File: src/tmr_map.svh
// register indices, field positions, reset values and counter constants
`ifndef TMR_MAP_SVH
`define TMR_MAP_SVH

// register indices; the byte address is four times the index
`define TMR_IDX_W          10
`define TMR_IDX_FLAGS      10'h015
`define TMR_IDX_CTRL_A     10'h024
`define TMR_IDX_CTRL_B     10'h025
`define TMR_IDX_COUNT      10'h026
`define TMR_IDX_CMP_A      10'h027
`define TMR_IDX_CMP_B      10'h028

// control register a fields
`define TMR_A_ACT_A_HI     7
`define TMR_A_ACT_A_LO     6
`define TMR_A_ACT_B_HI     5
`define TMR_A_ACT_B_LO     4
`define TMR_A_WAVE_HI      1
`define TMR_A_WAVE_LO      0

// control register b fields
`define TMR_B_FORCE_A      7
`define TMR_B_FORCE_B      6
`define TMR_B_WAVE_HI_BIT  3
`define TMR_B_SRC_HI       2
`define TMR_B_SRC_LO       0

// flag register fields
`define TMR_F_MATCH_B      2
`define TMR_F_MATCH_A      1
`define TMR_F_OVF          0

// reset values
`define TMR_RST_CTRL_A     8'h00
`define TMR_RST_CTRL_B     8'h00
`define TMR_RST_BYTE       8'h00

// counter limits
`define TMR_MAX            8'hff
`define TMR_BOTTOM         8'h00

// wave mode codes
`define TMR_WM_NORMAL      3'h0
`define TMR_WM_PC_FF       3'h1
`define TMR_WM_CTC         3'h2
`define TMR_WM_FAST_FF     3'h3
`define TMR_WM_RSVD4       3'h4
`define TMR_WM_PC_CMPA     3'h5
`define TMR_WM_RSVD6       3'h6
`define TMR_WM_FAST_CMPA   3'h7

// tick source codes
`define TMR_SRC_STOP       3'h0
`define TMR_SRC_DIV1       3'h1
`define TMR_SRC_DIV8       3'h2
`define TMR_SRC_DIV64      3'h3
`define TMR_SRC_DIV256     3'h4
`define TMR_SRC_DIV1024    3'h5
`define TMR_SRC_EXT_FALL   3'h6
`define TMR_SRC_EXT_RISE   3'h7

// prescaler width, enough for the largest divider
`define TMR_DIV_W          10

`endif

File: src/tmr_pkg.sv
// types shared by the timer waveform control modules
package tmr_pkg;

  typedef enum logic [2:0] {
    CLS_NORMAL = 3'b000,
    CLS_CTC    = 3'b001,
    CLS_FAST   = 3'b010,
    CLS_PHASE  = 3'b011,
    CLS_RSVD   = 3'b100
  } tmr_cls_t;

  typedef logic [1:0] tmr_action_t;

endpackage : tmr_pkg

File: src/tmr_cmp_if.sv
// carrier between the counter core and one compare output unit
`timescale 1ns/1ps
interface tmr_cmp_if;
  tmr_pkg::tmr_cls_t    cls;
  tmr_pkg::tmr_action_t action;
  logic                 waveHi;
  logic                 match;
  logic                 force_;
  logic                 topTick;
  logic                 countDown;
  logic                 eqTop;
  logic                 ocVal;
  logic                 connected;

  modport core (
    output cls, action, waveHi, match, force_, topTick, countDown, eqTop,
    input  ocVal, connected
  );
  modport unit (
    input  cls, action, waveHi, match, force_, topTick, countDown, eqTop,
    output ocVal, connected
  );
endinterface : tmr_cmp_if

File: src/tmr_waveform_ctrl.sv
// 8-bit timer with two compare outputs, waveform mode control and ahb-lite registers
`timescale 1ns/1ps
`include "tmr_map.svh"
module tmr_waveform_ctrl (
  input  wire logic        mclk,
  input  wire logic        rstn,
  input  wire logic        hsel,
  input  wire logic [31:0] haddr,
  input  wire logic [1:0]  htrans,
  input  wire logic        hwrite,
  input  wire logic [2:0]  hsize,
  input  wire logic [31:0] hwdata,
  input  wire logic        hready,
  output logic      [31:0] hrdata,
  output logic             hreadyout,
  output logic             hresp,
  input  wire logic        extCountPin,
  input  wire logic        portOutA,
  input  wire logic        portDirA,
  input  wire logic        portOutB,
  input  wire logic        portDirB,
  input  wire logic        ackMatchA,
  input  wire logic        ackMatchB,
  input  wire logic        ackOverflow,
  output logic             pinOutA,
  output logic             pinOeA,
  output logic             pinOutB,
  output logic             pinOeB,
  output logic             matchFlagA,
  output logic             matchFlagB,
  output logic             overflowFlag
);

  logic [1:0]               rstPipe_r;
  logic                     rstSyncN;
  logic                     apValid_r;
  logic                     apWrite_r;
  logic [`TMR_IDX_W-1:0]    apIdx_r;
  logic [`TMR_IDX_W-1:0]    addrIdx;
  logic                     wrEn;
  logic [7:0]               wrData;
  logic [31:0]              hrdata_r;
  logic [1:0]               outAAction_r;
  logic [1:0]               outBAction_r;
  logic [1:0]               waveModeSel_r;
  logic                     waveModeHiBit_r;
  logic [2:0]               tickSourceSel_r;
  logic [7:0]               countValue_r;
  logic                     countDown_r;
  logic [7:0]               cmpABuf_r;
  logic [7:0]               cmpBBuf_r;
  logic [7:0]               cmpAAct_r;
  logic [7:0]               cmpBAct_r;
  logic                     matchFlagA_r;
  logic                     matchFlagB_r;
  logic                     overflowFlag_r;
  logic                     matchBlock_r;
  logic                     forceA_r;
  logic                     forceB_r;
  logic                     pinOutA_r;
  logic                     pinOeA_r;
  logic                     pinOutB_r;
  logic                     pinOeB_r;
  logic                     timerTickEnable;
  logic [2:0]               waveMode;
  tmr_pkg::tmr_cls_t        cls;
  logic [7:0]               topVal;
  logic                     atTop;
  logic                     topTick;
  logic                     matchA;
  logic                     matchB;
  logic                     overflowEvt;
  logic                     immediateUpd;
  logic                     clrA;
  logic                     clrB;
  logic                     clrOvf;

  // mode decoding, shared by counting, overflow, update timing and the output units
  function automatic tmr_pkg::tmr_cls_t modeClass(input logic [2:0] m);
    case (m)
      `TMR_WM_NORMAL:                    modeClass = tmr_pkg::CLS_NORMAL;
      `TMR_WM_CTC:                       modeClass = tmr_pkg::CLS_CTC;
      `TMR_WM_PC_FF, `TMR_WM_PC_CMPA:    modeClass = tmr_pkg::CLS_PHASE;
      `TMR_WM_FAST_FF, `TMR_WM_FAST_CMPA: modeClass = tmr_pkg::CLS_FAST;
      default:                           modeClass = tmr_pkg::CLS_RSVD;
    endcase
  endfunction : modeClass

  function automatic logic regHit(input logic [`TMR_IDX_W-1:0] idx,
                                  input logic [`TMR_IDX_W-1:0] want);
    regHit = (idx == want);
  endfunction : regHit

  // reset release through two flops
  always_ff @(posedge mclk or negedge rstn) begin
    if (!rstn) begin
      rstPipe_r <= 2'b00;
    end else begin
      rstPipe_r <= {rstPipe_r[0], 1'b1};
    end
  end
  assign rstSyncN = rstPipe_r[1];

  // ahb-lite slave: zero wait states, always okay
  assign addrIdx = haddr[`TMR_IDX_W+1:2];
  assign wrEn    = apValid_r && apWrite_r;
  assign wrData  = hwdata[7:0];

  always_ff @(posedge mclk or negedge rstSyncN) begin
    if (!rstSyncN) begin
      apValid_r <= 1'b0;
      apWrite_r <= 1'b0;
      apIdx_r   <= '0;
    end else if (hready) begin
      apValid_r <= hsel && htrans[1];
      apWrite_r <= hwrite;
      apIdx_r   <= addrIdx;
    end else begin
      apValid_r <= 1'b0;
    end
  end

  // read data is sampled in the address phase so hrdata leaves a flop
  always_ff @(posedge mclk or negedge rstSyncN) begin
    if (!rstSyncN) begin
      hrdata_r <= 32'h0000_0000;
    end else if (hready && hsel && htrans[1] && !hwrite) begin
      hrdata_r <= 32'h0000_0000;
      if (regHit(addrIdx, `TMR_IDX_CTRL_A)) begin
        hrdata_r[7:0] <= {outAAction_r, outBAction_r, 2'b00, waveModeSel_r};
      end else if (regHit(addrIdx, `TMR_IDX_CTRL_B)) begin
        hrdata_r[7:0] <= {4'h0, waveModeHiBit_r, tickSourceSel_r};
      end else if (regHit(addrIdx, `TMR_IDX_COUNT)) begin
        hrdata_r[7:0] <= countValue_r;
      end else if (regHit(addrIdx, `TMR_IDX_CMP_A)) begin
        hrdata_r[7:0] <= cmpABuf_r;
      end else if (regHit(addrIdx, `TMR_IDX_CMP_B)) begin
        hrdata_r[7:0] <= cmpBBuf_r;
      end else if (regHit(addrIdx, `TMR_IDX_FLAGS)) begin
        hrdata_r[7:0] <= {5'h00, matchFlagB_r, matchFlagA_r, overflowFlag_r};
      end
    end
  end

  always_ff @(posedge mclk or negedge rstSyncN) begin
    if (!rstSyncN) begin
      hreadyout <= 1'b1;
      hresp     <= 1'b0;
    end else begin
      hreadyout <= 1'b1;
      hresp     <= 1'b0;
    end
  end
  assign hrdata = hrdata_r;

  // control registers
  always_ff @(posedge mclk or negedge rstSyncN) begin
    if (!rstSyncN) begin
      outAAction_r    <= 2'b00;
      outBAction_r    <= 2'b00;
      waveModeSel_r   <= 2'b00;
      waveModeHiBit_r <= 1'b0;
      tickSourceSel_r <= `TMR_SRC_STOP;
      cmpABuf_r       <= `TMR_RST_BYTE;
      cmpBBuf_r       <= `TMR_RST_BYTE;
    end else if (wrEn) begin
      if (regHit(apIdx_r, `TMR_IDX_CTRL_A)) begin
        outAAction_r  <= wrData[`TMR_A_ACT_A_HI:`TMR_A_ACT_A_LO];
        outBAction_r  <= wrData[`TMR_A_ACT_B_HI:`TMR_A_ACT_B_LO];
        waveModeSel_r <= wrData[`TMR_A_WAVE_HI:`TMR_A_WAVE_LO];
      end
      if (regHit(apIdx_r, `TMR_IDX_CTRL_B)) begin
        waveModeHiBit_r <= wrData[`TMR_B_WAVE_HI_BIT];
        tickSourceSel_r <= wrData[`TMR_B_SRC_HI:`TMR_B_SRC_LO];
      end
      if (regHit(apIdx_r, `TMR_IDX_CMP_A)) begin
        cmpABuf_r <= wrData;
      end
      if (regHit(apIdx_r, `TMR_IDX_CMP_B)) begin
        cmpBBuf_r <= wrData;
      end
    end
  end

  // force strobes act only in non-pwm modes; they never raise a flag
  always_ff @(posedge mclk or negedge rstSyncN) begin
    if (!rstSyncN) begin
      forceA_r <= 1'b0;
      forceB_r <= 1'b0;
    end else begin
      forceA_r <= wrEn && regHit(apIdx_r, `TMR_IDX_CTRL_B) && wrData[`TMR_B_FORCE_A];
      forceB_r <= wrEn && regHit(apIdx_r, `TMR_IDX_CTRL_B) && wrData[`TMR_B_FORCE_B];
    end
  end

  tmr_prescaler u_prescaler (
    .mclk        (mclk),
    .rstn        (rstSyncN),
    .tickSel     (tickSourceSel_r),
    .extCountPin (extCountPin),
    .tick        (timerTickEnable)
  );

  assign waveMode     = {waveModeHiBit_r, waveModeSel_r};
  assign cls          = modeClass(waveMode);
  assign topVal       = (waveMode == `TMR_WM_CTC || waveMode == `TMR_WM_PC_CMPA ||
                         waveMode == `TMR_WM_FAST_CMPA) ? cmpAAct_r : `TMR_MAX;
  assign atTop        = (countValue_r == topVal);
  assign topTick      = timerTickEnable && atTop && !countDown_r;
  assign immediateUpd = (cls != tmr_pkg::CLS_FAST) && (cls != tmr_pkg::CLS_PHASE);
  // a blocked tick still counts but sees no compare match
  assign matchA = timerTickEnable && !matchBlock_r && (countValue_r == cmpAAct_r);
  assign matchB = timerTickEnable && !matchBlock_r && (countValue_r == cmpBAct_r);

  always_comb begin
    case (cls)
      tmr_pkg::CLS_FAST:  overflowEvt = topTick;
      tmr_pkg::CLS_PHASE: overflowEvt = timerTickEnable && countDown_r &&
                                        (countValue_r == `TMR_BOTTOM);
      default:            overflowEvt = timerTickEnable &&
                                        (countValue_r == `TMR_MAX);
    endcase
  end

  // compare double buffer
  always_ff @(posedge mclk or negedge rstSyncN) begin
    if (!rstSyncN) begin
      cmpAAct_r <= `TMR_RST_BYTE;
      cmpBAct_r <= `TMR_RST_BYTE;
    end else if (immediateUpd || topTick) begin
      cmpAAct_r <= cmpABuf_r;
      cmpBAct_r <= cmpBBuf_r;
    end
  end

  // counting sequence; a software write wins over the tick
  always_ff @(posedge mclk or negedge rstSyncN) begin
    if (!rstSyncN) begin
      countValue_r <= `TMR_BOTTOM;
      countDown_r  <= 1'b0;
    end else if (wrEn && regHit(apIdx_r, `TMR_IDX_COUNT)) begin
      countValue_r <= wrData;
    end else if (timerTickEnable) begin
      case (cls)
        tmr_pkg::CLS_CTC, tmr_pkg::CLS_FAST: begin
          countValue_r <= atTop ? `TMR_BOTTOM : countValue_r + 8'h01;
          countDown_r  <= 1'b0;
        end
        tmr_pkg::CLS_PHASE: begin
          if (!countDown_r && atTop) begin
            countDown_r  <= 1'b1;
            countValue_r <= countValue_r - 8'h01;
          end else if (countDown_r && countValue_r == `TMR_BOTTOM) begin
            countDown_r  <= 1'b0;
            countValue_r <= countValue_r + 8'h01;
          end else begin
            countValue_r <= countDown_r ? countValue_r - 8'h01 : countValue_r + 8'h01;
          end
        end
        default: begin
          countValue_r <= countValue_r + 8'h01;
          countDown_r  <= 1'b0;
        end
      endcase
    end
  end

  always_ff @(posedge mclk or negedge rstSyncN) begin
    if (!rstSyncN) begin
      matchBlock_r <= 1'b0;
    end else if (wrEn && regHit(apIdx_r, `TMR_IDX_COUNT)) begin
      matchBlock_r <= 1'b1;
    end else if (timerTickEnable) begin
      matchBlock_r <= 1'b0;
    end
  end

  // flags: a set in the clearing cycle wins
  assign clrA   = ackMatchA   || (wrEn && regHit(apIdx_r, `TMR_IDX_FLAGS) && wrData[`TMR_F_MATCH_A]);
  assign clrB   = ackMatchB   || (wrEn && regHit(apIdx_r, `TMR_IDX_FLAGS) && wrData[`TMR_F_MATCH_B]);
  assign clrOvf = ackOverflow || (wrEn && regHit(apIdx_r, `TMR_IDX_FLAGS) && wrData[`TMR_F_OVF]);

  always_ff @(posedge mclk or negedge rstSyncN) begin
    if (!rstSyncN) begin
      matchFlagA_r   <= 1'b0;
      matchFlagB_r   <= 1'b0;
      overflowFlag_r <= 1'b0;
    end else begin
      matchFlagA_r   <= (matchFlagA_r & ~clrA) | matchA;
      matchFlagB_r   <= (matchFlagB_r & ~clrB) | matchB;
      overflowFlag_r <= (overflowFlag_r & ~clrOvf) | overflowEvt;
    end
  end
  assign matchFlagA   = matchFlagA_r;
  assign matchFlagB   = matchFlagB_r;
  assign overflowFlag = overflowFlag_r;

  tmr_cmp_if ifA ();
  tmr_cmp_if ifB ();

  assign ifA.cls       = cls;
  assign ifA.action    = outAAction_r;
  assign ifA.waveHi    = waveModeHiBit_r;
  assign ifA.match     = matchA;
  assign ifA.force_    = forceA_r;
  assign ifA.topTick   = topTick;
  assign ifA.countDown = countDown_r;
  assign ifA.eqTop     = outAAction_r[1] && (cmpAAct_r == topVal);
  assign ifB.cls       = cls;
  assign ifB.action    = outBAction_r;
  assign ifB.waveHi    = waveModeHiBit_r;
  assign ifB.match     = matchB;
  assign ifB.force_    = forceB_r;
  assign ifB.topTick   = topTick;
  assign ifB.countDown = countDown_r;
  assign ifB.eqTop     = outBAction_r[1] && (cmpBAct_r == topVal);

  tmr_out_unit #(.IS_CHAN_A(1'b1)) u_outA (
    .mclk (mclk),
    .rstn (rstSyncN),
    .cmp  (ifA.unit)
  );

  tmr_out_unit #(.IS_CHAN_A(1'b0)) u_outB (
    .mclk (mclk),
    .rstn (rstSyncN),
    .cmp  (ifB.unit)
  );

  // pin mux: the driver stays under the port direction bit in both cases
  always_ff @(posedge mclk or negedge rstSyncN) begin
    if (!rstSyncN) begin
      pinOutA_r <= 1'b0;
      pinOeA_r  <= 1'b0;
      pinOutB_r <= 1'b0;
      pinOeB_r  <= 1'b0;
    end else begin
      pinOutA_r <= ifA.connected ? ifA.ocVal : portOutA;
      pinOeA_r  <= portDirA;
      pinOutB_r <= ifB.connected ? ifB.ocVal : portOutB;
      pinOeB_r  <= portDirB;
    end
  end
  assign pinOutA = pinOutA_r;
  assign pinOeA  = pinOeA_r;
  assign pinOutB = pinOutB_r;
  assign pinOeB  = pinOeB_r;

endmodule : tmr_waveform_ctrl

File: src/tmr_prescaler.sv
// tick source selection: prescaled io clock or edges of the external count pin
`timescale 1ns/1ps
`include "tmr_map.svh"
module tmr_prescaler (
  input  wire logic        mclk,
  input  wire logic        rstn,
  input  wire logic [2:0]  tickSel,
  input  wire logic        extCountPin,
  output logic             tick
);

  logic [`TMR_DIV_W-1:0] div_r;
  logic                  extPrev_r;

  // free running so a source change never waits for a restart
  always_ff @(posedge mclk or negedge rstn) begin
    if (!rstn) begin
      div_r <= '0;
    end else begin
      div_r <= div_r + 1'b1;
    end
  end

  always_ff @(posedge mclk or negedge rstn) begin
    if (!rstn) begin
      extPrev_r <= 1'b0;
    end else begin
      extPrev_r <= extCountPin;
    end
  end

  always_comb begin
    case (tickSel)
      `TMR_SRC_STOP:     tick = 1'b0;
      `TMR_SRC_DIV1:     tick = 1'b1;
      `TMR_SRC_DIV8:     tick = &div_r[2:0];
      `TMR_SRC_DIV64:    tick = &div_r[5:0];
      `TMR_SRC_DIV256:   tick = &div_r[7:0];
      `TMR_SRC_DIV1024:  tick = &div_r[9:0];
      `TMR_SRC_EXT_FALL: tick = extPrev_r & ~extCountPin;
      `TMR_SRC_EXT_RISE: tick = ~extPrev_r & extCountPin;
      default:           tick = 1'b0;
    endcase
  end

endmodule : tmr_prescaler

File: src/tmr_out_unit.sv
// one compare output: waveform state and connection for a channel
`timescale 1ns/1ps
module tmr_out_unit #(
  parameter bit IS_CHAN_A = 1'b1
) (
  input  wire logic        mclk,
  input  wire logic        rstn,
  tmr_cmp_if.unit          cmp
);

  logic oc_r;
  logic oc_nxt;
  logic conn;

  always_comb begin
    oc_nxt = oc_r;
    conn   = 1'b0;
    case (cmp.cls)
      tmr_pkg::CLS_NORMAL, tmr_pkg::CLS_CTC: begin
        conn = |cmp.action;
        if (cmp.match || cmp.force_) begin
          case (cmp.action)
            2'b01:   oc_nxt = ~oc_r;
            2'b10:   oc_nxt = 1'b0;
            2'b11:   oc_nxt = 1'b1;
            default: oc_nxt = oc_r;
          endcase
        end
      end
      tmr_pkg::CLS_FAST, tmr_pkg::CLS_PHASE: begin
        if (cmp.action == 2'b01) begin
          // toggle exists only on channel a with the high mode bit; b stays off
          conn = IS_CHAN_A && cmp.waveHi;
          if (conn && cmp.match) begin
            oc_nxt = ~oc_r;
          end
        end else if (cmp.action[1]) begin
          conn = 1'b1;
          if (cmp.match && !cmp.eqTop) begin
            if (cmp.cls == tmr_pkg::CLS_PHASE && cmp.countDown) begin
              oc_nxt = ~cmp.action[0];
            end else begin
              oc_nxt = cmp.action[0];
            end
          end
          // fast mode always acts at top; phase correct only when compare equals top
          if (cmp.topTick && (cmp.cls == tmr_pkg::CLS_FAST || cmp.eqTop)) begin
            oc_nxt = ~cmp.action[0];
          end
        end
      end
      default: begin
        conn = 1'b0;
      end
    endcase
  end

  always_ff @(posedge mclk or negedge rstn) begin
    if (!rstn) begin
      oc_r <= 1'b0;
    end else begin
      oc_r <= oc_nxt;
    end
  end

  assign cmp.ocVal     = oc_r;
  assign cmp.connected = conn;

endmodule : tmr_out_unit

File: config.mk
export PLATFORM = sky130hd
export DESIGN_NAME = tmr_waveform_ctrl
export DESIGN_NICKNAME = d
export VERILOG_FILES = /design/src/tmr_pkg.sv /design/src/tmr_cmp_if.sv /design/src/tmr_waveform_ctrl.sv /design/src/tmr_prescaler.sv /design/src/tmr_out_unit.sv
export VERILOG_INCLUDE_DIRS = /design/src
export SDC_FILE = /design/constraint.sdc
export NUM_CORES = 1
export LEC_CHECK = 0
export BUFFER_PORTS_ARGS = -buffer_cell sky130_fd_sc_hd__buf_2
export CORE_MARGIN = 1.5
export CORE_UTILIZATION = 52
export DETAILED_ROUTE_END_ITERATION = 10
export GPL_ROUTABILITY_DRIVEN = 0
export PLACE_DENSITY = 0.79
export SLEW_MARGIN = 20
export SYNTH_ARGS = -nofsm -noshare
export SYNTH_HDL_FRONTEND = slang
export SYNTH_SLANG_ARGS = --single-unit
File: constraint.sdc
create_clock -name mclk -period 6.26 [get_ports mclk]
set_input_delay 0.313 -clock mclk [delete_from_list [all_inputs] [get_ports mclk]]
set_output_delay 0.313 -clock mclk [all_outputs]
set_load 0.1 [all_outputs]
==> results.py <==
metrics = {
    "clocking": {
        "ctsHtreeMaxLevel": 3,
        "cts_tree": "yes",
        "clock-root-buffer": "clkbuf_8",
        "cts.clk_slew.worst_paths_ns": 0.10,
        "cts_buffer_depth": 2,
        "cts_inserted_buffers": 9,
        "cts_repair_resize_count": 0,
        "clkLatencyLatePin_ns": 0.38,
        "clock-sinks": 96,
    },
    "power": {
        "powerDensity_nw_per_um2": 230,
        "intPower_mw": 0.928,
        "max-vdd-ir-drop_mv": 0.144,
        "pwr-share-clk_pct": 31.0,
        "seqPwrFrac_pct": 51.8,
        "switchingPower_mw": 0.446,
        "swShare_pct": 32.4,
        "combPwrFrac_pct": 17.1,
        "p_leak_nw": 2.55,
        "finalPower_mw": 1.37,
    },
    "placement": {
        "port_buffers": 46,
        "dp_slack_ns": 2.81,
        "place_area_um2": 5760,
        "dp_hpwl_mm": 9.51,
        "dp_cells": 706,
    },
    "synthesis": {
        "synth_top_cell_area_share_pct": 43.2,
        "yosys_most_used_dff": "dfrtp_1",
        "async_reset_ff_share_pct": 100,
        "netlist.top_cell.by_area": "dfrtp_1",
        "synth_cells": 549,
        "syn_area_per_cell_um2": 10.1,
        "syn-cell-area_um2": 5560,
        "synth_edf_count": 0,
        "yosysUniqueCellTypes": 70,
        "yosys_warnings": 0,
        "ys_seq_area_share_pct": 43.2,
        "synth-seq-cells": 96,
        "synthTopCellsByArea": "dfrtp_1 (43%), mux2_2 (11%), buf_4 (3.8%)",
    },
    "timing": {
        "worst_slew_pin_slew_ns": 0.878,
        "finalSetupViolCount": 0,
        "finalMaxSlewViolations": 0,
        "rsz0062_at_grt": "no",
        "worst_slack_ns": 2.62,
        "clock_skew_ns": 0.0122,
        "slew_headroom_pct": 41.5,
        "hold_slack_ns": 0.0382,
        "fin_setup_tns_ns": 0,
        "hold_viol_final": 0,
        "min_period_over_period_pct": 58.1,
        "min_period_ns": 3.64,
        "fmax_mhz": 275,
    },
    "finish": {
        "layout_common_cells": "dfrtp_1 (95), mux2_2 (53), buf_2 (46)",
        "regArea_um2": 2410,
        "drive_gt1_share_pct": 22.5,
        "final_common_cell": "dfrtp_1",
        "finish.instance_area_um2": 5980,
        "syn_to_final_growth_pct": 7.47,
        "multi_input_area_um2": 2870,
        "insertedDiodeCount": 0,
        "utilization_pct": 57.6,
        "layout.nets": 674,
        "stdcell_count": 723,
        "fillerInstances": 886,
    },
    "drt": {
        "drc": 0,
        "drt_iter0_drc": 505,
        "wl_per_cell_um": 18.4,
        "routed_wl_mm": 13.3,
        "viasPerCell": 6.11,
        "first_pass_iters": 5,
        "drt.antenna.violating_nets": 0,
        "num_vias": 4416,
    },
    "global_routing": {
        "antenna_found_initial": 0,
        "grt_pass1_wl_mm": 21.7,
        "grt_max_degree": 64,
        "grt_use_total_pct": 25.0,
        "grt_pass1_vias": 4300,
        "grt_overflow": 0,
    },
    "setup_path": {
        "cp_top_family": "simple AND/OR/NAND/NOR gates",
        "worstPathCellList": "nor3b_2 > nor2_1 > nand3_1 > a31o_2 > nor4_1 > mux2_2 > a2111o_1 > o211ai_2",
        "worstPathArrival_ns": 3.94,
        "crit_type": "register to register",
        "path_buf_inv": 0,
        "reg2reg_setup_slack_ns": 2.62,
        "critical_path.max_stage_delay_ns": 0.93,
        "worstPathRequired_ns": 6.57,
        "slowest_stage": "dfrtp_1",
        "end_kind": "register",
        "worstPathMaxFanout": 25,
        "cp-start-kind": "register",
    },
    "run": {
        "maxCapViolCount": 0,
    },
    "floorplanning": {
        "dieArea_um2": 11300,
        "chipHeight_um": 106,
        "rows": 37,
        "num_io_pins": 123,
        "core_area_um2": 10400,
        "die_x_um": 106,
        "initial_core_util_pct": 53.6,
    },
    "run_status": {
        "status": "completed",
    },
    "worst_hold_path": {
        "worstHoldPathType": "primary input to register",
    },
}
==> final timing paths <==
kind	startpoint	end	depth (start not counted)
worst max-delay path	waveModeSel_r[0]	u_outB.cmp.ocVal	8
max in group asynchronous	rstPipe_r[1]	countValue_r[5]	1
worst min-delay path	portDirB	pinOeB	1
min in group asynchronous	rstn	rstPipe_r[1]	2
worst min register to register	rstPipe_r[1]	u_prescaler.div_r[3]	0
worst max register to register	waveModeSel_r[0]	u_outB.cmp.ocVal	8
==> flip-flops by register name (all words and copies together) (netlist names), 2 cells and up <==
signal and flops:
countValue_r 8, cmpABuf_r 8, apIdx_r 10, hrdata 8, ifA.action 2, cmpAAct_r 8
u_prescaler.div_r 10, rstPipe_r 2, cmpBBuf_r 8, waveModeSel_r 2, tickSourceSel_r 3, ifB.action 2
cmpBAct_r 8
==> cell families (layout without fill, tap and decap cells) <==
logic type / after synthesis / count (layout) / share of synthesized area [%]
simple gates: 178 / 178 / 17.3
compound gates: 97 / 97 / 12.6
flops: 96 / 96 / 43.2
buf+inv: 71 / 84 / 6.93
mux: 64 / 64 / 12.7
xor+xnor: 31 / 31 / 4.88
fa+ha+maj: 10 / 10 / 2.25
other cells: 2 / 27 / 0.135
==> timing repair <==
action                                 CTS  global route
buffers inserted                         0             0
hold buffers                             1             0
endpoints found under the hold margin    2             0
==> cell usage after synthesis (all sizes together), types with 3 or more instances <==
library cell  instances
o221ai                5
a31oi                 3
a221oi                8
o211ai                3
mux2i                11
a211oi                6
and2                  5
nand2b                5
nor4                  7
o22ai                 3
nand2                46
a22oi                 3
a32oi                 6
nor2                 36
nor3                 14
a32o                  3
xnor2                21
ha                   10
nand4b                3
nand4                 8
clkbuf               14
or3b                  4
mux2                 53
buf                  38
and3                  6
a21oi                11
dfrtp                96
nor3b                 4
nand3                22
o21ai                28
nand3b                3
xor2                 10
inv                  19
==> power by group through the flow <==
stage | Sequential (mW) | Clock, mW | Combinational [mW]
after global placement | 0.720 | 0 | 0.227
after CTS | 0.710 | 0.434 | 0.235
after global routing | 0.718 | 0.460 | 0.254
after detailed placement | 0.723 | 0 | 0.232
final | 0.712 | 0.426 | 0.236
after floorplan | 0.716 | 0 | 0.199
==> per-layer routing <==
layer  track usage, %  vias up  routed length [um]
met5                0        -                   0
met4             14.8        0                 591
met3             3.56       48                 851
met2             39.8      212                6230
met1             32.3     2151                5620
li1                 -     2005                   -
==> cell type report <==
type	count	share of cell area, %
clock buffers	11	2.37
clock inverters	5	1.09
inverters	19	1.19
multi-input cells	407	48.0
flip-flops and latches	96	40.3
well taps	136	2.85
repair buffers	49	4.27
==> worst reg2reg max path, cell delays in order (launching register included) <==
cell	delay (ns)
dfrtp_1	0.93
nor3b_2	0.17
nor2_1	0.42
nand3_1	0.15
a31o_2	0.23
nor4_1	0.71
mux2_2	0.43
a2111o_1	0.40
o211ai_2	0.14
Power figures use the tool's default switching activity.
